**config.mk**
```make
export PLATFORM = sky130hd
export DESIGN_NAME = hm_homing
export DESIGN_NICKNAME = d
export VERILOG_FILES = /design/src/hm_pkg.sv /design/src/hm_homing.sv
export SDC_FILE = /design/constraint.sdc
export NUM_CORES = 1
export LEC_CHECK = 0
export BUFFER_PORTS_ARGS = -buffer_cell sky130_fd_sc_hd__buf_2
export CAP_MARGIN = 0
export CORE_MARGIN = 1
export CORE_UTILIZATION = 35
export DETAILED_ROUTE_END_ITERATION = 7
export GPL_ROUTABILITY_DRIVEN = 1
export PLACE_DENSITY = 0.51
export SLEW_MARGIN = 15
export SYNTH_ARGS = -nofsm -noshare
export SYNTH_HDL_FRONTEND = slang
export SYNTH_SLANG_ARGS = --single-unit
export TNS_END_PERCENT = 10
```
**constraint.sdc**
```tcl
create_clock -name clk_sys -period 7.21 [get_ports clk_sys]
set_input_delay 0.3605 -clock clk_sys [delete_from_list [all_inputs] [get_ports clk_sys]]
set_output_delay 0.3605 -clock clk_sys [all_outputs]
set_load 0.02 [all_outputs]
```
**src/hm_pkg.sv**
```systemverilog
// homing sequencer package: pin bundle, state list, timing and setting constants
// assumes a 10 MHz system clock and active-high filtered pin levels
package hm_pkg;

  // system clock period and filter time base
  localparam int unsigned CLK_PERIOD_NS     = 100;
  localparam int unsigned FILTER_UNIT_NS    = 1000000;    // one setting step is 1 ms
  localparam int unsigned FILTER_UNIT_CYC   = (FILTER_UNIT_NS + CLK_PERIOD_NS - 1) / CLK_PERIOD_NS;

  // virtual pulses per revolution setting
  localparam logic [15:0] PPR_SET_RESET     = 16'h0064;   // 100 -> 10000 pulses
  localparam logic [15:0] PPR_SET_MIN       = 16'h0064;   // 100
  localparam logic [15:0] PPR_SET_MAX       = 16'h01F4;   // 500
  localparam logic [31:0] PPR_SCALE         = 32'h0000_0064; // setting times 100
  localparam logic [31:0] PPR_RESET         = 32'h0000_2710; // 10000

  // homing-incomplete warning, 90.2
  localparam logic [7:0]  WARN_MAJOR        = 8'h5A;
  localparam logic [3:0]  WARN_MINOR        = 4'h2;
  localparam logic [11:0] WARN_NONE         = 12'h000;

  // pin bundle after synchronising and filtering
  typedef struct packed {
    logic       forwardStrokeEnd;
    logic       reverseStrokeEnd;
    logic       proximityDog;
    logic [2:0] pointSelect;
    logic       autoManualSelect;
    logic       homeReturnCommand;
    logic       startRequest;
  } hm_pins_s;

  localparam int unsigned PIN_COUNT = $bits(hm_pins_s);
  localparam hm_pins_s    PINS_RESET = '0;

  // motion command bundle
  typedef struct packed {
    logic        enable;
    logic        forward;
    logic [15:0] speed;
    logic [15:0] accelTime;
  } hm_motion_s;

  localparam hm_motion_s MOTION_RESET = '0;

  typedef enum logic [2:0] {
    ST_IDLE,
    ST_OFFDOG,
    ST_FAST,
    ST_RETURN,
    ST_PAUSE,
    ST_CREEP,
    ST_FAIL
  } hm_state_e;

endpackage

```
**src/hm_homing.sv**
```systemverilog
// homing sequencer with automatic return off or back past the proximity dog,
// discrete input filtering and the latched virtual pulses per revolution setting
// assumes raw pins from outside the clock domain and settings from same-clock logic
`timescale 1ns/1ps

module hm_homing #(
  parameter int unsigned FILTER_UNIT_CYCLES = hm_pkg::FILTER_UNIT_CYC
) (
  input  wire logic               clk_sys,
  input  wire logic               resetn,
  input  wire hm_pkg::hm_pins_s   pinsRaw,
  input  wire logic               programMethod,
  input  wire logic               homeForward,
  input  wire logic [7:0]         inputFilterTimeSetting,
  input  wire logic [15:0]        homeSpeedSetting,
  input  wire logic [15:0]        creepSpeedSetting,
  input  wire logic [15:0]        homeAccelSetting,
  input  wire logic               softLimitSetting,
  input  wire logic [15:0]        virtualPulsesPerRevSetting,
  input  wire logic [31:0]        encoderResolution,
  output hm_pkg::hm_motion_s      motion_r,
  output logic                    softLimitEn_r,
  output logic                    homeBusy_r,
  output logic                    homeDone_r,
  output logic                    warnActive_r,
  output logic [11:0]             warnCode_r,
  output logic [31:0]             pulsesPerRev_r
);

  ////////////////////////////////////////////////////////////////////////////
  // helpers

  function automatic logic pprValid(input logic [15:0] v);
    pprValid = (v == 16'h0000) || ((v >= hm_pkg::PPR_SET_MIN) && (v <= hm_pkg::PPR_SET_MAX));
  endfunction

  function automatic logic endAhead(input hm_pkg::hm_pins_s p, input logic fwd);
    endAhead = fwd ? p.forwardStrokeEnd : p.reverseStrokeEnd;
  endfunction

  ////////////////////////////////////////////////////////////////////////////
  // pin synchroniser: two flops, only the second one feeds the filter

  logic [hm_pkg::PIN_COUNT-1:0] syncA_r;
  logic [hm_pkg::PIN_COUNT-1:0] syncB_r;

  always_ff @(posedge clk_sys)
  begin
    if (!resetn)
    begin
      syncA_r <= '0;
      syncB_r <= '0;
    end
    else
    begin
      syncA_r <= pinsRaw;
      syncB_r <= syncA_r;
    end
  end

  ////////////////////////////////////////////////////////////////////////////
  // input filter: a level is accepted only after it held for the filter time

  logic [31:0]                  filterLimit;
  logic [hm_pkg::PIN_COUNT-1:0] filt_r;
  hm_pkg::hm_pins_s             pins;

  assign filterLimit = 32'(inputFilterTimeSetting) * 32'(FILTER_UNIT_CYCLES);
  assign pins        = hm_pkg::hm_pins_s'(filt_r);

  for (genvar i = 0; i < hm_pkg::PIN_COUNT; i++)
  begin : g_filter
    logic [31:0] cnt_r;

    // glitches shorter than the filter time restart the count and never pass
    always_ff @(posedge clk_sys)
    begin
      if (!resetn)
      begin
        cnt_r     <= '0;
        filt_r[i] <= 1'b0;
      end
      else if (syncB_r[i] == filt_r[i])
      begin
        cnt_r <= '0;
      end
      else if (cnt_r >= filterLimit)
      begin
        cnt_r     <= '0;
        filt_r[i] <= syncB_r[i];
      end
      else
      begin
        cnt_r <= cnt_r + 32'h0000_0001;
      end
    end
  end

  ////////////////////////////////////////////////////////////////////////////
  // homing request decode

  logic startPrev_r;
  logic homeSelected;
  logic startHome;

  // point method needs all selects off, program method needs the home command
  assign homeSelected = pins.autoManualSelect &&
                        (programMethod ? pins.homeReturnCommand
                                       : (pins.pointSelect == 3'h0));
  assign startHome    = pins.startRequest && !startPrev_r && homeSelected;

  always_ff @(posedge clk_sys)
  begin
    if (!resetn)
      startPrev_r <= 1'b0;
    else
      startPrev_r <= pins.startRequest;
  end

  ////////////////////////////////////////////////////////////////////////////
  // sequencer

  hm_pkg::hm_state_e state_r;
  hm_pkg::hm_state_e state_nxt;
  logic              dirFwd;
  logic              sawDog_r;
  logic              hitEnd;

  // travel direction is a pure function of the state and homeForward
  always_comb
  begin
    case (state_r)
      hm_pkg::ST_OFFDOG: dirFwd = !homeForward;
      hm_pkg::ST_RETURN: dirFwd = !homeForward;
      default:           dirFwd = homeForward;
    endcase
  end

  assign hitEnd = endAhead(pins, dirFwd);

  always_comb
  begin
    state_nxt = state_r;
    case (state_r)
      hm_pkg::ST_IDLE:
        if (startHome)
          state_nxt = pins.proximityDog ? hm_pkg::ST_OFFDOG
                                        : hm_pkg::ST_FAST;
      hm_pkg::ST_OFFDOG:
        if (hitEnd)
          state_nxt = hm_pkg::ST_FAIL;
        else if (!pins.proximityDog)
          state_nxt = hm_pkg::ST_PAUSE;
      hm_pkg::ST_FAST:
        if (pins.proximityDog)
          state_nxt = hm_pkg::ST_CREEP;
        else if (hitEnd)
          state_nxt = hm_pkg::ST_RETURN;
      hm_pkg::ST_RETURN:
        if (sawDog_r && !pins.proximityDog)
          state_nxt = hm_pkg::ST_PAUSE;
        else if (hitEnd && !sawDog_r && !pins.proximityDog)
          state_nxt = hm_pkg::ST_FAIL;
      hm_pkg::ST_PAUSE:
        state_nxt = hm_pkg::ST_FAST;
      hm_pkg::ST_CREEP:
        if (!pins.proximityDog)
          state_nxt = hm_pkg::ST_IDLE;
      hm_pkg::ST_FAIL:
        if (startHome)
          state_nxt = pins.proximityDog ? hm_pkg::ST_OFFDOG : hm_pkg::ST_FAST;
      default:
        state_nxt = hm_pkg::ST_IDLE;
    endcase
  end

  always_ff @(posedge clk_sys)
  begin
    if (!resetn)
      state_r <= hm_pkg::ST_IDLE;
    else
      state_r <= state_nxt;
  end

  // remembers that the dog was met while travelling back
  always_ff @(posedge clk_sys)
  begin
    if (!resetn)
      sawDog_r <= 1'b0;
    else if (state_r != hm_pkg::ST_RETURN)
      sawDog_r <= 1'b0;
    else if (pins.proximityDog)
      sawDog_r <= 1'b1;
  end

  ////////////////////////////////////////////////////////////////////////////
  // motion command, registered from the next state so it tracks the state

  always_ff @(posedge clk_sys)
  begin
    if (!resetn)
      motion_r <= hm_pkg::MOTION_RESET;
    else
    begin
      motion_r.accelTime <= homeAccelSetting;
      case (state_nxt)
        hm_pkg::ST_OFFDOG, hm_pkg::ST_RETURN:
        begin
          motion_r.enable  <= 1'b1;
          motion_r.forward <= !homeForward;
          motion_r.speed   <= homeSpeedSetting;
        end
        hm_pkg::ST_FAST:
        begin
          motion_r.enable  <= 1'b1;
          motion_r.forward <= homeForward;
          motion_r.speed   <= homeSpeedSetting;
        end
        hm_pkg::ST_CREEP:
        begin
          motion_r.enable  <= 1'b1;
          motion_r.forward <= homeForward;
          motion_r.speed   <= creepSpeedSetting;
        end
        default:
        begin
          motion_r.enable  <= 1'b0;
          motion_r.forward <= motion_r.forward;
          motion_r.speed   <= 16'h0000;
        end
      endcase
    end
  end

  ////////////////////////////////////////////////////////////////////////////
  // status: busy, done, warning and software limit gate

  always_ff @(posedge clk_sys)
  begin
    if (!resetn)
    begin
      homeBusy_r    <= 1'b0;
      homeDone_r    <= 1'b0;
      warnActive_r  <= 1'b0;
      warnCode_r    <= hm_pkg::WARN_NONE;
      softLimitEn_r <= 1'b0;
    end
    else
    begin
      homeBusy_r    <= (state_nxt != hm_pkg::ST_IDLE) && (state_nxt != hm_pkg::ST_FAIL);
      // limits would stop the deliberate run onto the stroke end
      softLimitEn_r <= softLimitSetting && (state_nxt == hm_pkg::ST_IDLE);
      if (state_r == hm_pkg::ST_CREEP && state_nxt == hm_pkg::ST_IDLE)
        homeDone_r <= 1'b1;
      else if (startHome)
        homeDone_r <= 1'b0;
      if (state_nxt == hm_pkg::ST_FAIL)
      begin
        warnActive_r <= 1'b1;
        warnCode_r   <= {hm_pkg::WARN_MAJOR, hm_pkg::WARN_MINOR};
      end
      else
      begin
        warnActive_r <= 1'b0;
        warnCode_r   <= hm_pkg::WARN_NONE;
      end
    end
  end

  ////////////////////////////////////////////////////////////////////////////
  // pulses per revolution, taken once after reset release and then frozen

  logic pprLoaded_r;

  // a write while running never reaches the scaling, only a reset does
  always_ff @(posedge clk_sys)
  begin
    if (!resetn)
    begin
      pprLoaded_r    <= 1'b0;
      pulsesPerRev_r <= hm_pkg::PPR_RESET;
    end
    else if (!pprLoaded_r)
    begin
      pprLoaded_r <= 1'b1;
      if (!pprValid(virtualPulsesPerRevSetting))
        pulsesPerRev_r <= pulsesPerRev_r;
      else if (virtualPulsesPerRevSetting == 16'h0000)
        pulsesPerRev_r <= encoderResolution;
      else
        pulsesPerRev_r <= 32'(virtualPulsesPerRevSetting) * hm_pkg::PPR_SCALE;
    end
  end
endmodule // hm_homing

```
### Word-level counts from Yosys, hierarchy flattened

Index checks and enable logic that the tools add are counted.

| word-level totals | value |
|---|---|
| register bits after elaboration | 403 |
| latch bits | 0 |
| RAM bits | 0 |
| ROM bits | 0 |
| logic and storage cells | 154 |
| memories kept | 0 |

| cells by class | value |
|---|---|
| add/sub/neg operators | 9 |
| $mul | 2 |
| divide/modulo/power cells | 0 |
| magnitude comparators | 11 |
| eq/ne operators | 22 |
| shift operators | 0 |
| multiplexer cells | 20 |
| bitwise gates (word level) | 11 |
| reduce and logical (&&, ||, !) cells | 45 |

Operators by type and width:

| operator | count |
|---|---|
| $add A32 B1 Y32 const B | 9 |
| $ge A32 B22 Y1 | 9 |
| $pmux W18 S3 | 1 |
| $mux W32 | 1 |
| $reduce_or A3 Y1 | 9 |
| $mux W3 | 8 |
| $mul A16 B5 Y21 const B | 1 |
| $reduce_and A2 Y1 | 10 |
| $mul A8 B10 Y18 const B | 1 |
| $pmux W3 S6 | 1 |
| $ge A16 B7 Y1 const B | 1 |
| $le A16 B9 Y1 const B | 1 |
| $logic_not A16 Y1 | 1 |
| $eq A3 B3 Y1 const B | 5 |
| $eq A3 B2 Y1 const B | 4 |
| $mux W11 | 1 |
| $not A1 Y1 | 11 |
| $logic_and A1 B1 Y1 | 10 |
| $eq A1 B1 Y1 | 9 |
| $logic_not A3 Y1 | 3 |
| $reduce_or A2 Y1 | 4 |
| $mux W1 | 7 |
| $eq A3 B1 Y1 const B | 2 |
| $reduce_bool A3 Y1 | 2 |
| other kinds (6) | 9 |

### Depth between registers and ports, before layout

Gate-level depths: netlist of run 1.

| depth | value |
|---|---|
| depth after elaboration | 12 |
| mapped depth | 23 |
| depth with buffers taken out | 22 |

### Worst setup path before layout of run 1

No wires, ideal clock.

| timing path | value |
|---|---|
| kind | input port to flip-flop |
| start point | in inputFilterTimeSetting[2] |
| end point | reg g_filter[3].cnt_r[10] |
| data arrival time | 5441 ps |
| data required time | 7146 ps |
| slack | 1705 ps |
| stages | 23 |
| cell sequence | ha_1 > ha_1 > inv_1 > fa_1 > fa_1 > inv_1 > ha_1 > a21o_1 > a21oi_1 > o21bai_1 > a21oi_1 > o21ai_0 > xnor2_1 > ha_1 > nand2_1 > a21oi_1 > a221oi_1 > a21oi_1 > maj3_1 > a41oi_1 > nand3_1 > buf_2 > nor2_1 |

| on the way | value |
|---|---|
| cells in the longest elaborated chain, start to end | 3 |

RTL lines:

| element | RTL line | text |
|---|---|---|
| start: declaration | hm_homing.sv:14 | `input wire logic [7:0] inputFilterTimeSetting,` |
| $mul A8 B10 Y18 | hm_homing.sv:68 | `assign filterLimit = 32'(inputFilterTimeSetting) * 32'(FILTER_UNIT_CYCLES);` |
| $ge A32 B22 Y1 | hm_homing.sv:87 | `else if (cnt_r >= filterLimit)` |
| $reduce_or A3 Y1 (no line) | - |  |
| end signal: assignment | hm_homing.sv:94 | `cnt_r <= cnt_r + 32'h0000_0001;` |
| end: declaration | hm_homing.sv:73 | `logic [31:0] cnt_r;` |

No other way between the ends.
A chain may end at the register's enable or synchronous reset.

### Worst setup path in the final report of run 1

| timing path | value |
|---|---|
| start point | in inputFilterTimeSetting[2] |
| end point | reg g_filter[0].cnt_r[13] |

| on the way | value |
|---|---|
| cells in the longest elaborated chain, start to end | 3 |

RTL lines:

| element | RTL line |
|---|---|
| $mul A8 B10 Y18 | hm_homing.sv:68 |
| $ge A32 B22 Y1 | hm_homing.sv:87 |
| $reduce_or A3 Y1 (no line) | - |
| end signal: assignment | hm_homing.sv:94 |
| end: declaration | hm_homing.sv:73 |

No other way between the ends.

==> reports/metrics.cfg, run 1 <==
[clock_network]
cts_tree = done
cts.hold.buffers_added = 30
path_clk_slew_ns = 0.06
cts_setup_buffers = 0
clockBufferDepth = 3
clk_latency_ns = 0.57
cts.sinks = 391
htreeDepth = 2
cts_resized = 0
cts-root-buf = clkbuf_16
cts_buffers = 45

[setup_path]
required_ns = 7.72
worstPathCellList = buf_2, ha_1, ha_1, inv_1, fa_1, fa_1, inv_1, ha_1, a21o_1, a21oi_1, xnor2_1, ha_1, a21o_1, a21o_1, a211o_1, a21oi_1, a31oi_1, o2111a_1, or3_1, nor2_1
r2r_cells = 9
startpoint_type = input pin
crit_path_frequent_cell = ha_1
path_max_fanout = 16
end_kind = register
rr_startpoint = state_r[0]
cpPeakStageDelay_ns = 0.71
crit_arrival_ns = 6.02
ff2ff_setup_slack_ns = 3.76
worstSetupPathType = in -> reg
crit_slowest_cell = xnor2_1
critical_path.startpoint = inputFilterTimeSetting[2]

[finish]
finalNetCount = 2971
instances_no_fill = 3355
drive_gt1_share_pct = 11.82
synthToLayoutAreaGrowth_pct = 18.56
final_core_util_pct = 42.31

[die]
ioPinCount = 200
placementRows = 88
initial_core_util_pct = 35.68
core_area_sq_um = 58140
die-area_sq_um = 60250
fp.dieH_um = 245.5
die_width_um = 245.5

[place]
dp_cells = 3242
portBuffers = 192
hpwlAfterDp_um = 35400
pre_cts_ws_ns = 1.031
gp_congestion = 0.8089

[worst_hold_path]
min_from = pinsRaw[1]
hold_depth = 2
min_path_type = in -> reg

[synth]
synth.distinct_cells = 73
yosysTopAreaCell = dfxtp_1
syn_area_per_cell_sq_um = 9.245
synth_edf_count = 0
synth_top_area_share_pct = 37.73
syn_area_sq_um = 20740
yosys_warnings = 0
syn_inst = 2244
synthFlopType = dfxtp_1
synth.area.top_cells = dfxtp_1, ha_1, xor2_1, nor2_1, xnor2_1
synth-seq-cells = 391
async_flop_share_pct = 0
seq_area_frac_synth_pct = 37.73
yosysMostFrequentCell = dfxtp_1
synth_common_cells = dfxtp_1, nor2_1, ha_1, nand2_1, inv_1

[timing]
fin_skew_ns = 0.02946
fin_ws_ns = 1.693
fmax_mhz = 181.2
rsz0062_at_grt = false
hold_violations = 0
worstMarginPinSlew_ns = 0.9764
fin_crit_ns = 5.517
relSlewSlack_pct = 34.84
tns_ns = 0
fin_crit_sh_pct = 76.52
setup_violations = 0
holdWs_ns = 0.03614
slew_viol_final = 0

[power_and_ir_drop]
p_per_area_nw_per_um2 = 239.6
ir_drop_mv = 0.1818
p_leak_nw = 10.96

[route]
wl_um = 49270
drcViolationCount = 0
dr_total_vias = 15946
first_pass_iters = 7
antenna_left = 0
routed_via_density = 4.753
initialDrtViolationCount = 583
routedWlPerCell_um = 14.69

[global_route]
grt.total_usage_pct = 16.45
overflow = 0
grt_max_degree = 58
grt_pass1_wl_um = 80210
antenna_found_initial = 2
grt_pass1_vias = 15781

[status]
outcome = completed

[job]
max-cap-violations = 0

## final cells by class
| type | count | area (sq um) |
|---|---|---|
| repair buffers | 239 | 1391 |
| inverters | 141 | 529.3 |
| fillers | 5711 | 33540 |
| clock buffers | 66 | 1338 |
| clock inverters | 16 | 128.9 |
| multi-input cells | 1736 | 12420 |
| flip-flops and latches | 391 | 7828 |
| diodes | 1 | 2.502 |
| well taps | 765 | 957.2 |
## state kept, by name, summed over array words and instances, names as in the netlist, 3 cells and up
name / count
filt_r: 9
g_filter.cnt_r: 288
motion_r: 34
pulsesPerRev_r: 32
state_r: 3
syncA_r: 9
syncB_r: 9
## kinds of logic after synthesis
kind of cell    after synthesis  synth area share (%)
flops                       391                 37.73
mux                          25                 1.273
buf+inv                     204                 4.017
xor+xnor                    221                 9.331
compound gates              276                 9.349
simple gates                819                 19.03
fa+ha+maj                   307                 19.25
other cells                   1               0.01808
## cells in the final DEF, fill, tap and decap left out, types with 10 or more instances in the layout
cell type,count
clkbuf_1,10
o21ai_0,37
dfxtp_1,391
xnor2_1,88
nor2b_1,31
ha_1,276
or4_1,17
mux2i_1,23
nand3_1,96
xor2_1,132
a31oi_1,13
nand2_1,145
conb_1,88
inv_1,139
a21o_1,43
nor2_1,301
nor4_1,10
fa_1,23
a211o_1,12
dlygate4sd3_1,30
a21oi_1,58
nand4_1,36
o211ai_1,18
and4_1,11
clkbuf_16,47
nor3_1,35
and2_1,41
and3_1,64
buf_4,18
buf_2,191
a22oi_1,27
## critical path, delay by kind of cell
| family | cells | cell delay, ns |
|---|---|---|
| AOI/OAI and AO/OA | 8 | 1.60 |
| xor gates and xnor gates | 1 | 0.71 |
| buffers and inverters | 3 | 0.25 |
| adders and majority gates | 6 | 2.33 |
| and+or+nand+nor | 2 | 0.77 |
## per-layer routing
| layer | track usage (%) | wire length, um |
|---|---|---|
| met5 | 0 | 0 |
| met4 | 5.407 | 1207 |
| met3 | 2.368 | 1548 |
| met2 | 26.91 | 22570 |
| met1 | 22.11 | 23950 |
## path summary, 6_finish.rpt
| path | to |
|---|---|
| setup / recovery | g_filter[0].cnt_r[13] |
| hold / removal | syncA_r[1] |
| setup reg to reg | motion_r[21] |
| hold reg to reg | syncB_r[8] |
## stage by stage
step | power, mW | area [sq um]
6_report | 5.894 | 24600
3_5_place_dp | 3.675 | 22830
2_1_floorplan | 3.108 | 21070
5_1_grt | 6.249 | 24600
4_1_cts | 5.992 | 24590
3_3_place_gp | 3.643 | 22830
## where the power goes
part	switching, mW	total [mW]	internal, mW
combinational	0.897	1.44	0.542
clock	0.924	2.25	1.32
sequential	0.0104	2.21	2.20
(Power assumes the default switching activity.)
==> run 2, diff against run 1 <==
--- a/config.mk
+++ b/config.mk
@@ -5,13 +5,14 @@
 export SDC_FILE = /design/constraint.sdc
 export NUM_CORES = 1
 export LEC_CHECK = 0
+export ABC_AREA = 1
 export BUFFER_PORTS_ARGS = -buffer_cell sky130_fd_sc_hd__buf_2
 export CAP_MARGIN = 0
 export CORE_MARGIN = 1
 export CORE_UTILIZATION = 35
 export DETAILED_ROUTE_END_ITERATION = 7
 export GPL_ROUTABILITY_DRIVEN = 1
-export PLACE_DENSITY = 0.51
+export PLACE_DENSITY = 0.52
 export SLEW_MARGIN = 15
 export SYNTH_ARGS = -nofsm -noshare
 export SYNTH_HDL_FRONTEND = slang
==> constraint.sdc (replaced) <==
create_clock -name clk_sys -period 4.85 [get_ports clk_sys]
set_input_delay 0.2425 -clock clk_sys [delete_from_list [all_inputs] [get_ports clk_sys]]
set_output_delay 0.2425 -clock clk_sys [all_outputs]
set_load 0.02 [all_outputs]
==> reports/metrics.cfg, run 2 <==
[finish]
fill_cells = 6327  ; was 5711
largest_reg_flops = 288  ; unchanged
regMostFlops = g_filter.cnt_r  ; unchanged
synthToLayoutAreaGrowth_pct = 24.15  ; was 18.56%
finalNetCount = 3617  ; was 2971
top_regs = g_filter.cnt_r: 288 flops, motion_r: 34 flops, pulsesPerRev_r: 32 flops  ; unchanged
final_core_util_pct = 44.19  ; was 42.31%
drive_gt1_share_pct = 19.55  ; was 11.82%
final_common_cell = inv_1  ; was dfxtp_1
multi_input_area_sq_um = 13030  ; was 12420 sq um
seqCellArea_sq_um = 7828  ; unchanged
instances_no_fill = 4082  ; was 3355
final_cell_mix = inv_1, dfxtp_1, nand2_1  ; was dfxtp_1, nor2_1, ha_1

[die]
fp.dieH_um = 255.7  ; was 245.5 um
ioPinCount = 200  ; unchanged
placementRows = 92  ; was 88
die-area_sq_um = 65410  ; was 60250 sq um
core_area_sq_um = 63310  ; was 58140 sq um
initial_core_util_pct = 35.59  ; was 35.68%
die_width_um = 255.7  ; was 245.5 um

[route]
drcViolationCount = 0  ; unchanged
routedWlPerCell_um = 14.07  ; was 14.69 um
dr_total_vias = 18700  ; was 15.95k
initialDrtViolationCount = 762  ; was 583
first_pass_iters = 5  ; was 7
wl_um = 57450  ; was 49270 um
routed_via_density = 4.581  ; was 4.753
antenna_left = 0  ; unchanged

[timing]
holdWs_ns = 0.04857  ; was 0.03614 ns
slew_viol_final = 0  ; unchanged
worstMarginPinSlew_ns = 0.9499  ; was 0.9764 ns
relSlewSlack_pct = 36.60  ; was 34.84%
fin_crit_sh_pct = 92.25
fin_skew_ns = 0.01543  ; was 0.02946 ns
fmax_mhz = 223.5
fin_ws_ns = 0.3758  ; was 1.693 ns
fin_crit_ns = 4.474
hold_violations = 0  ; unchanged
setup_violations = 0  ; unchanged
rsz0062_at_grt = false  ; unchanged

[clock_network]
htreeDepth = 2  ; unchanged
cts-root-buf = clkbuf_16  ; unchanged
cts_tree = done  ; unchanged
clk_latency_ns = 0.58  ; was 0.57 ns
cts.sinks = 391  ; unchanged
cts_setup_buffers = 0  ; unchanged
clockBufferDepth = 3  ; unchanged
cts_buffers = 46  ; was 45
path_clk_slew_ns = 0.06  ; about the same

[place]
pre_cts_ws_ns = -0.2336  ; was 1.031 ns
portBuffers = 192  ; unchanged
dp_cells = 3910  ; was 3242
hpwlAfterDp_um = 42590  ; was 35400 um
gp_congestion = 0.8774  ; was 0.8089

[setup_path]
cpPeakStageDelay_ns = 0.59  ; was 0.71 ns
worstSetupPathType = in -> reg  ; unchanged
path_max_fanout = 11  ; was 16
crit_slowest_cell = fa_1  ; was xnor2_1
r2r_cells = 12  ; was 9
end_kind = register  ; unchanged
crit_arrival_ns = 4.99  ; was 6.02 ns
required_ns = 5.36  ; was 7.72 ns
startpoint_type = input pin  ; unchanged
crit_path_frequent_cell = ha_1  ; unchanged

[worst_hold_path]
min_path_type = in -> reg  ; unchanged
hold_depth = 4  ; was 2

[global_route]
grt_max_degree = 38  ; was 58
antenna_found_initial = 3  ; was 2
overflow = 0  ; unchanged
grt.total_usage_pct = 17.61  ; was 16.45%
grt_pass1_vias = 18686  ; was 15.78k
grt_pass1_wl_um = 93400  ; was 80210 um

[status]
outcome = completed  ; unchanged

[power_and_ir_drop]
p_leak_nw = 12.43  ; was 10.96 nW
p_per_area_nw_per_um2 = 369.1  ; was 239.6 nW/um^2
ir_drop_mv = 0.2744  ; was 0.1818 mV
total_power_mw = 10.33  ; was 5.894 mW

[synth]
yosys_warnings = 0  ; unchanged
seq_area_frac_synth_pct = 34.73  ; was 37.73%
syn_inst = 2722  ; was 2244
syn_area_per_cell_sq_um = 8.279  ; was 9.245 sq um
synth_edf_count = 0  ; unchanged
synth_top_area_share_pct = 34.73  ; was 37.73%
yosysMostFrequentCell = inv_1  ; was dfxtp_1
synth.area.top_cells = dfxtp_1, ha_1, inv_1, nand2_1, xor2_1  ; was dfxtp_1, ha_1, xor2_1, nor2_1, xnor2_1
synthFlopType = dfxtp_1  ; unchanged
syn_area_sq_um = 22540  ; was 20740 sq um
yosysTopAreaCell = dfxtp_1  ; unchanged
synth.distinct_cells = 56  ; was 73
synth_common_cells = inv_1, dfxtp_1, nand2_1, ha_1  ; was dfxtp_1, nor2_1, ha_1, nand2_1, inv_1
async_flop_share_pct = 0  ; unchanged
synth-seq-cells = 391  ; unchanged

[job]
max-cap-violations = 0  ; unchanged

==> run 2: timing repair <==
item,CTS,global route
endpoints found under the setup margin,0,1
endpoints found under the hold margin,70,0
resized for setup,0,1
hold buffers,88,0
==> run 2: power breakdown <==
part | internal [mW] | switching (mW) | leakage (nW)
Sequential | 3.32 | 0.0381 | 3.19
Clock | 1.99 | 1.42 | 0.728
Combinational | 1.40 | 2.15 | 8.51
Total | 6.72 | 3.61 | 12.4
==> run 2: through the flow <==
stage	setup TNS [ns]	cell area, sq um
final	0	27980
after global routing	0	27980
after CTS	0	27970
after detailed placement	-37.75	25600
after global placement	-28.24	25600
after floorplan	0	22860
==> run 2: metal layers <==
metal | part of all wire [%] | GRT usage, %
met2 | 46 | 29.94
met1 | 46 | 22.49
met4 | 3.0 | 5.988
met3 | 4.7 | 2.902
met5 | 0.024 | 0
==> run 2: cell families (layout without fill, tap and decap cells) <==
kind of cell	Yosys count	after routing	synth area share, %
AOI/OAI and AO/OA	269	269	6.940
xor gates and xnor gates	211	211	8.234
adders and majority gates	299	299	17.37
buffers and inverters	483	907	8.911
DFF	391	391	34.73
other	1	91	0.01664
and+or+nand+nor	1068	1068	23.80
==> run 2: worst paths after layout <==
kind,from,end,slack [ns]
max,inputFilterTimeSetting[2],g_filter[0].cnt_r[7],0.38
min,homeForward,motion_r[32],0.05
max reg2reg,filt_r[2],motion_r[20],1.67
min reg2reg,syncA_r[3],syncB_r[3],0.41
==> run 2: area by class of cell <==
class | instances | area share (%)
multi-input combinational | 1935 | 46.56
clock inverter | 20 | 0.6663
clock buffer | 61 | 4.638
inverter | 429 | 5.756
timing repair buffer | 397 | 10.59
tap | 846 | 3.783
sequential | 391 | 27.98
antenna | 3 | 0.02683
==> run 2: worst max-delay path, delay by kind of cell <==
family          cells  cell delay (ns)
simple gates        8             0.88
fa+ha+maj           6             2.16
compound gates      4             0.66
buf+inv             7             0.78
xor+xnor            1             0.24
==> run 3, diff against run 2 <==
--- a/config.mk
+++ b/config.mk
@@ -5,14 +5,13 @@
 export SDC_FILE = /design/constraint.sdc
 export NUM_CORES = 1
 export LEC_CHECK = 0
-export ABC_AREA = 1
 export BUFFER_PORTS_ARGS = -buffer_cell sky130_fd_sc_hd__buf_2
 export CAP_MARGIN = 0
 export CORE_MARGIN = 1
 export CORE_UTILIZATION = 35
 export DETAILED_ROUTE_END_ITERATION = 7
 export GPL_ROUTABILITY_DRIVEN = 1
-export PLACE_DENSITY = 0.52
+export PLACE_DENSITY = 0.53
 export SLEW_MARGIN = 15
 export SYNTH_ARGS = -nofsm -noshare
 export SYNTH_HDL_FRONTEND = slang
==> reports/metrics.cfg, run 3 (synthesis gave the netlist of run 1 again) <==
[global_route]
antenna_found_initial = 3  ; unchanged
grt.total_usage_pct = 17.19  ; was 17.61%
grt_pass1_wl_um = 84260  ; was 93400 um
grt_max_degree = 66  ; was 38
overflow = 0  ; unchanged
grt_pass1_vias = 16662  ; was 18.69k

[clock_network]
cts_buffers = 46  ; unchanged
htreeDepth = 2  ; unchanged
clockBufferDepth = 3  ; unchanged
cts_tree = done  ; unchanged
path_clk_slew_ns = 0.06  ; about the same
clk_latency_ns = 0.59  ; was 0.58 ns
cts.sinks = 391  ; unchanged
cts-root-buf = clkbuf_16  ; unchanged

[die]
core_area_sq_um = 58140  ; was 63310 sq um
fp.dieH_um = 245.5  ; was 255.7 um
ioPinCount = 200  ; unchanged
die-area_sq_um = 60250  ; was 65410 sq um
die_width_um = 245.5  ; was 255.7 um
placementRows = 88  ; was 92
initial_core_util_pct = 35.68  ; was 35.59%

[job]
max-cap-violations = 0  ; unchanged

[route]
drcViolationCount = 0  ; unchanged
dr_total_vias = 16659  ; was 18.70k
routed_via_density = 4.786  ; was 4.581
first_pass_iters = 5  ; unchanged
antenna_left = 0  ; unchanged
routedWlPerCell_um = 14.72  ; was 14.07 um
initialDrtViolationCount = 679  ; was 762
wl_um = 51230  ; was 57450 um

[timing]
fin_skew_ns = 0.01569  ; was 0.01543 ns
hold_violations = 0  ; unchanged
slew_viol_final = 0  ; unchanged
fmax_mhz = 214.9  ; was 223.5 MHz
rsz0062_at_grt = true  ; was false
setup_violations = 0  ; unchanged
fin_crit_sh_pct = 95.93  ; was 92.25%
relSlewSlack_pct = 35.38  ; was 36.60%
worstMarginPinSlew_ns = 0.9661  ; was 0.9499 ns
tns_ns = 0  ; unchanged
fin_crit_ns = 4.653  ; was 4.474 ns

[power_and_ir_drop]
swShare_pct = 29.93  ; was 34.97%
p_per_area_nw_per_um2 = 364.1  ; was 369.1 nW/um^2
intPower_mw = 6.672  ; was 6.715 mW
p_clk_share_pct = 37.4  ; was 33.1%
power_frac_comb_pct = 28.1  ; was 34.4%
switching_power_mw = 2.850  ; was 3.611 mW
p_seq_share_pct = 34.5  ; was 32.6%
p_leak_nw = 11.65  ; was 12.43 nW
ir_drop_mv = 0.3121  ; was 0.2744 mV

[finish]
postLayoutCellArea_sq_um = 26150  ; was 27980 sq um
final_cell_mix = dfxtp_1, nor2_1, ha_1  ; was inv_1, dfxtp_1, nand2_1
final_common_cell = dfxtp_1  ; was inv_1
instances_no_fill = 3481  ; was 4082
final_core_util_pct = 44.98  ; was 44.19%
top_regs = g_filter.cnt_r: 288 flops, motion_r: 34 flops, pulsesPerRev_r: 32 flops  ; unchanged
largest_reg_flops = 288  ; unchanged
drive_gt1_share_pct = 15.00  ; was 19.55%
finalNetCount = 3095  ; was 3617
regMostFlops = g_filter.cnt_r  ; unchanged
synthToLayoutAreaGrowth_pct = 26.06  ; was 24.15%

[setup_path]
required_ns = 5.36  ; about the same
end_kind = register  ; unchanged
startpoint_type = input pin  ; unchanged
worstSetupPathType = in -> reg  ; unchanged
crit_arrival_ns = 5.16  ; was 4.99 ns
r2r_cells = 9  ; was 12
path_max_fanout = 10  ; was 11

[place]
place_area_sq_um = 23620  ; was 25600 sq um
hpwlAfterDp_um = 37730  ; was 42590 um
gp_congestion = 0.8231  ; was 0.8774
portBuffers = 192  ; unchanged
dp_cells = 3306  ; was 3910

[worst_hold_path]
hold_depth = 4  ; unchanged
min_path_type = in -> reg  ; unchanged

[status]
outcome = completed  ; unchanged

==> run 3: metrics by stage <==
stage / total power, mW / hold slack, ns / setup WS (ns)
final: 9.522 / 0.03188 / 0.1973
after detailed placement: 5.916 / 0.4227 / -0.4873
after global routing: 10.07 / 0.04556 / -0.08813
after CTS: 9.587 / 0.007254 / 0.09602
after global placement: 5.852 / 0.4266 / -0.4426
after floorplan: 4.695 / 0.2702 / -0.01569
==> run 3: timing repair <==
| item | in CTS | in global routing |
|---|---|---|
| hold buffers | 85 | 0 |
| resized for setup | 0 | 11 |
| hold endpoints to repair | 69 | 0 |
| endpoints found under the setup margin | 0 | 90 |
| setup buffers | 0 | 4 |
==> run 3: power by group through the flow <==
stage | Combinational (mW) | Sequential (mW) | Clock, mW
2_1_floorplan | 1.34 | 3.36 | 0
3_3_place_gp | 2.50 | 3.35 | 0
3_5_place_dp | 2.56 | 3.35 | 0
4_1_cts | 2.63 | 3.28 | 3.67
5_1_grt | 2.98 | 3.29 | 3.81
6_report | 2.68 | 3.28 | 3.56
==> run 3: worst max-delay path, stage by stage <==
cell,delay (ns)
buf_2,0.12
fa_1,0.50
fa_1,0.50
ha_1,0.28
inv_1,0.05
fa_1,0.51
inv_2,0.05
ha_4,0.26
and3_1,0.14
a21oi_1,0.05
buf_4,0.14
a31o_2,0.24
o21bai_1,0.17
a21oi_2,0.09
xor2_2,0.15
buf_4,0.14
buf_4,0.13
ha_1,0.30
a21o_1,0.20
a211oi_2,0.23
nand2_2,0.08
or3_4,0.44
nor2_1,0.13
==> run 3: area by class of cell <==
class                   instances  area (sq um)
fillers                      5602         31980
multi-input cells            1736         12610
flip-flops and latches        391          7828
repair buffers                362          2640
clock buffers                  61          1287
well taps                     765         957.2
inverters                     141         529.3
clock inverters                22         289.0
diodes                          3         7.507
==> run 3: path summary, 6_finish.rpt <==
kind / startpoint / endpoint / slack [ns]
worst max-delay path: inputFilterTimeSetting[7] / g_filter[0].cnt_r[18] / 0.20
worst min-delay path: encoderResolution[16] / pulsesPerRev_r[16] / 0.03
worst max register to register: state_r[0] / motion_r[27] / 1.29
worst min register to register: syncA_r[8] / syncB_r[8] / 0.43
==> run 3: routing by layer <==
layer	part of all wire, %	global-route usage [%]
met3	4.4	2.925
met2	46	28.86
met5	0	0
met1	47	22.54
met4	2.0	4.878
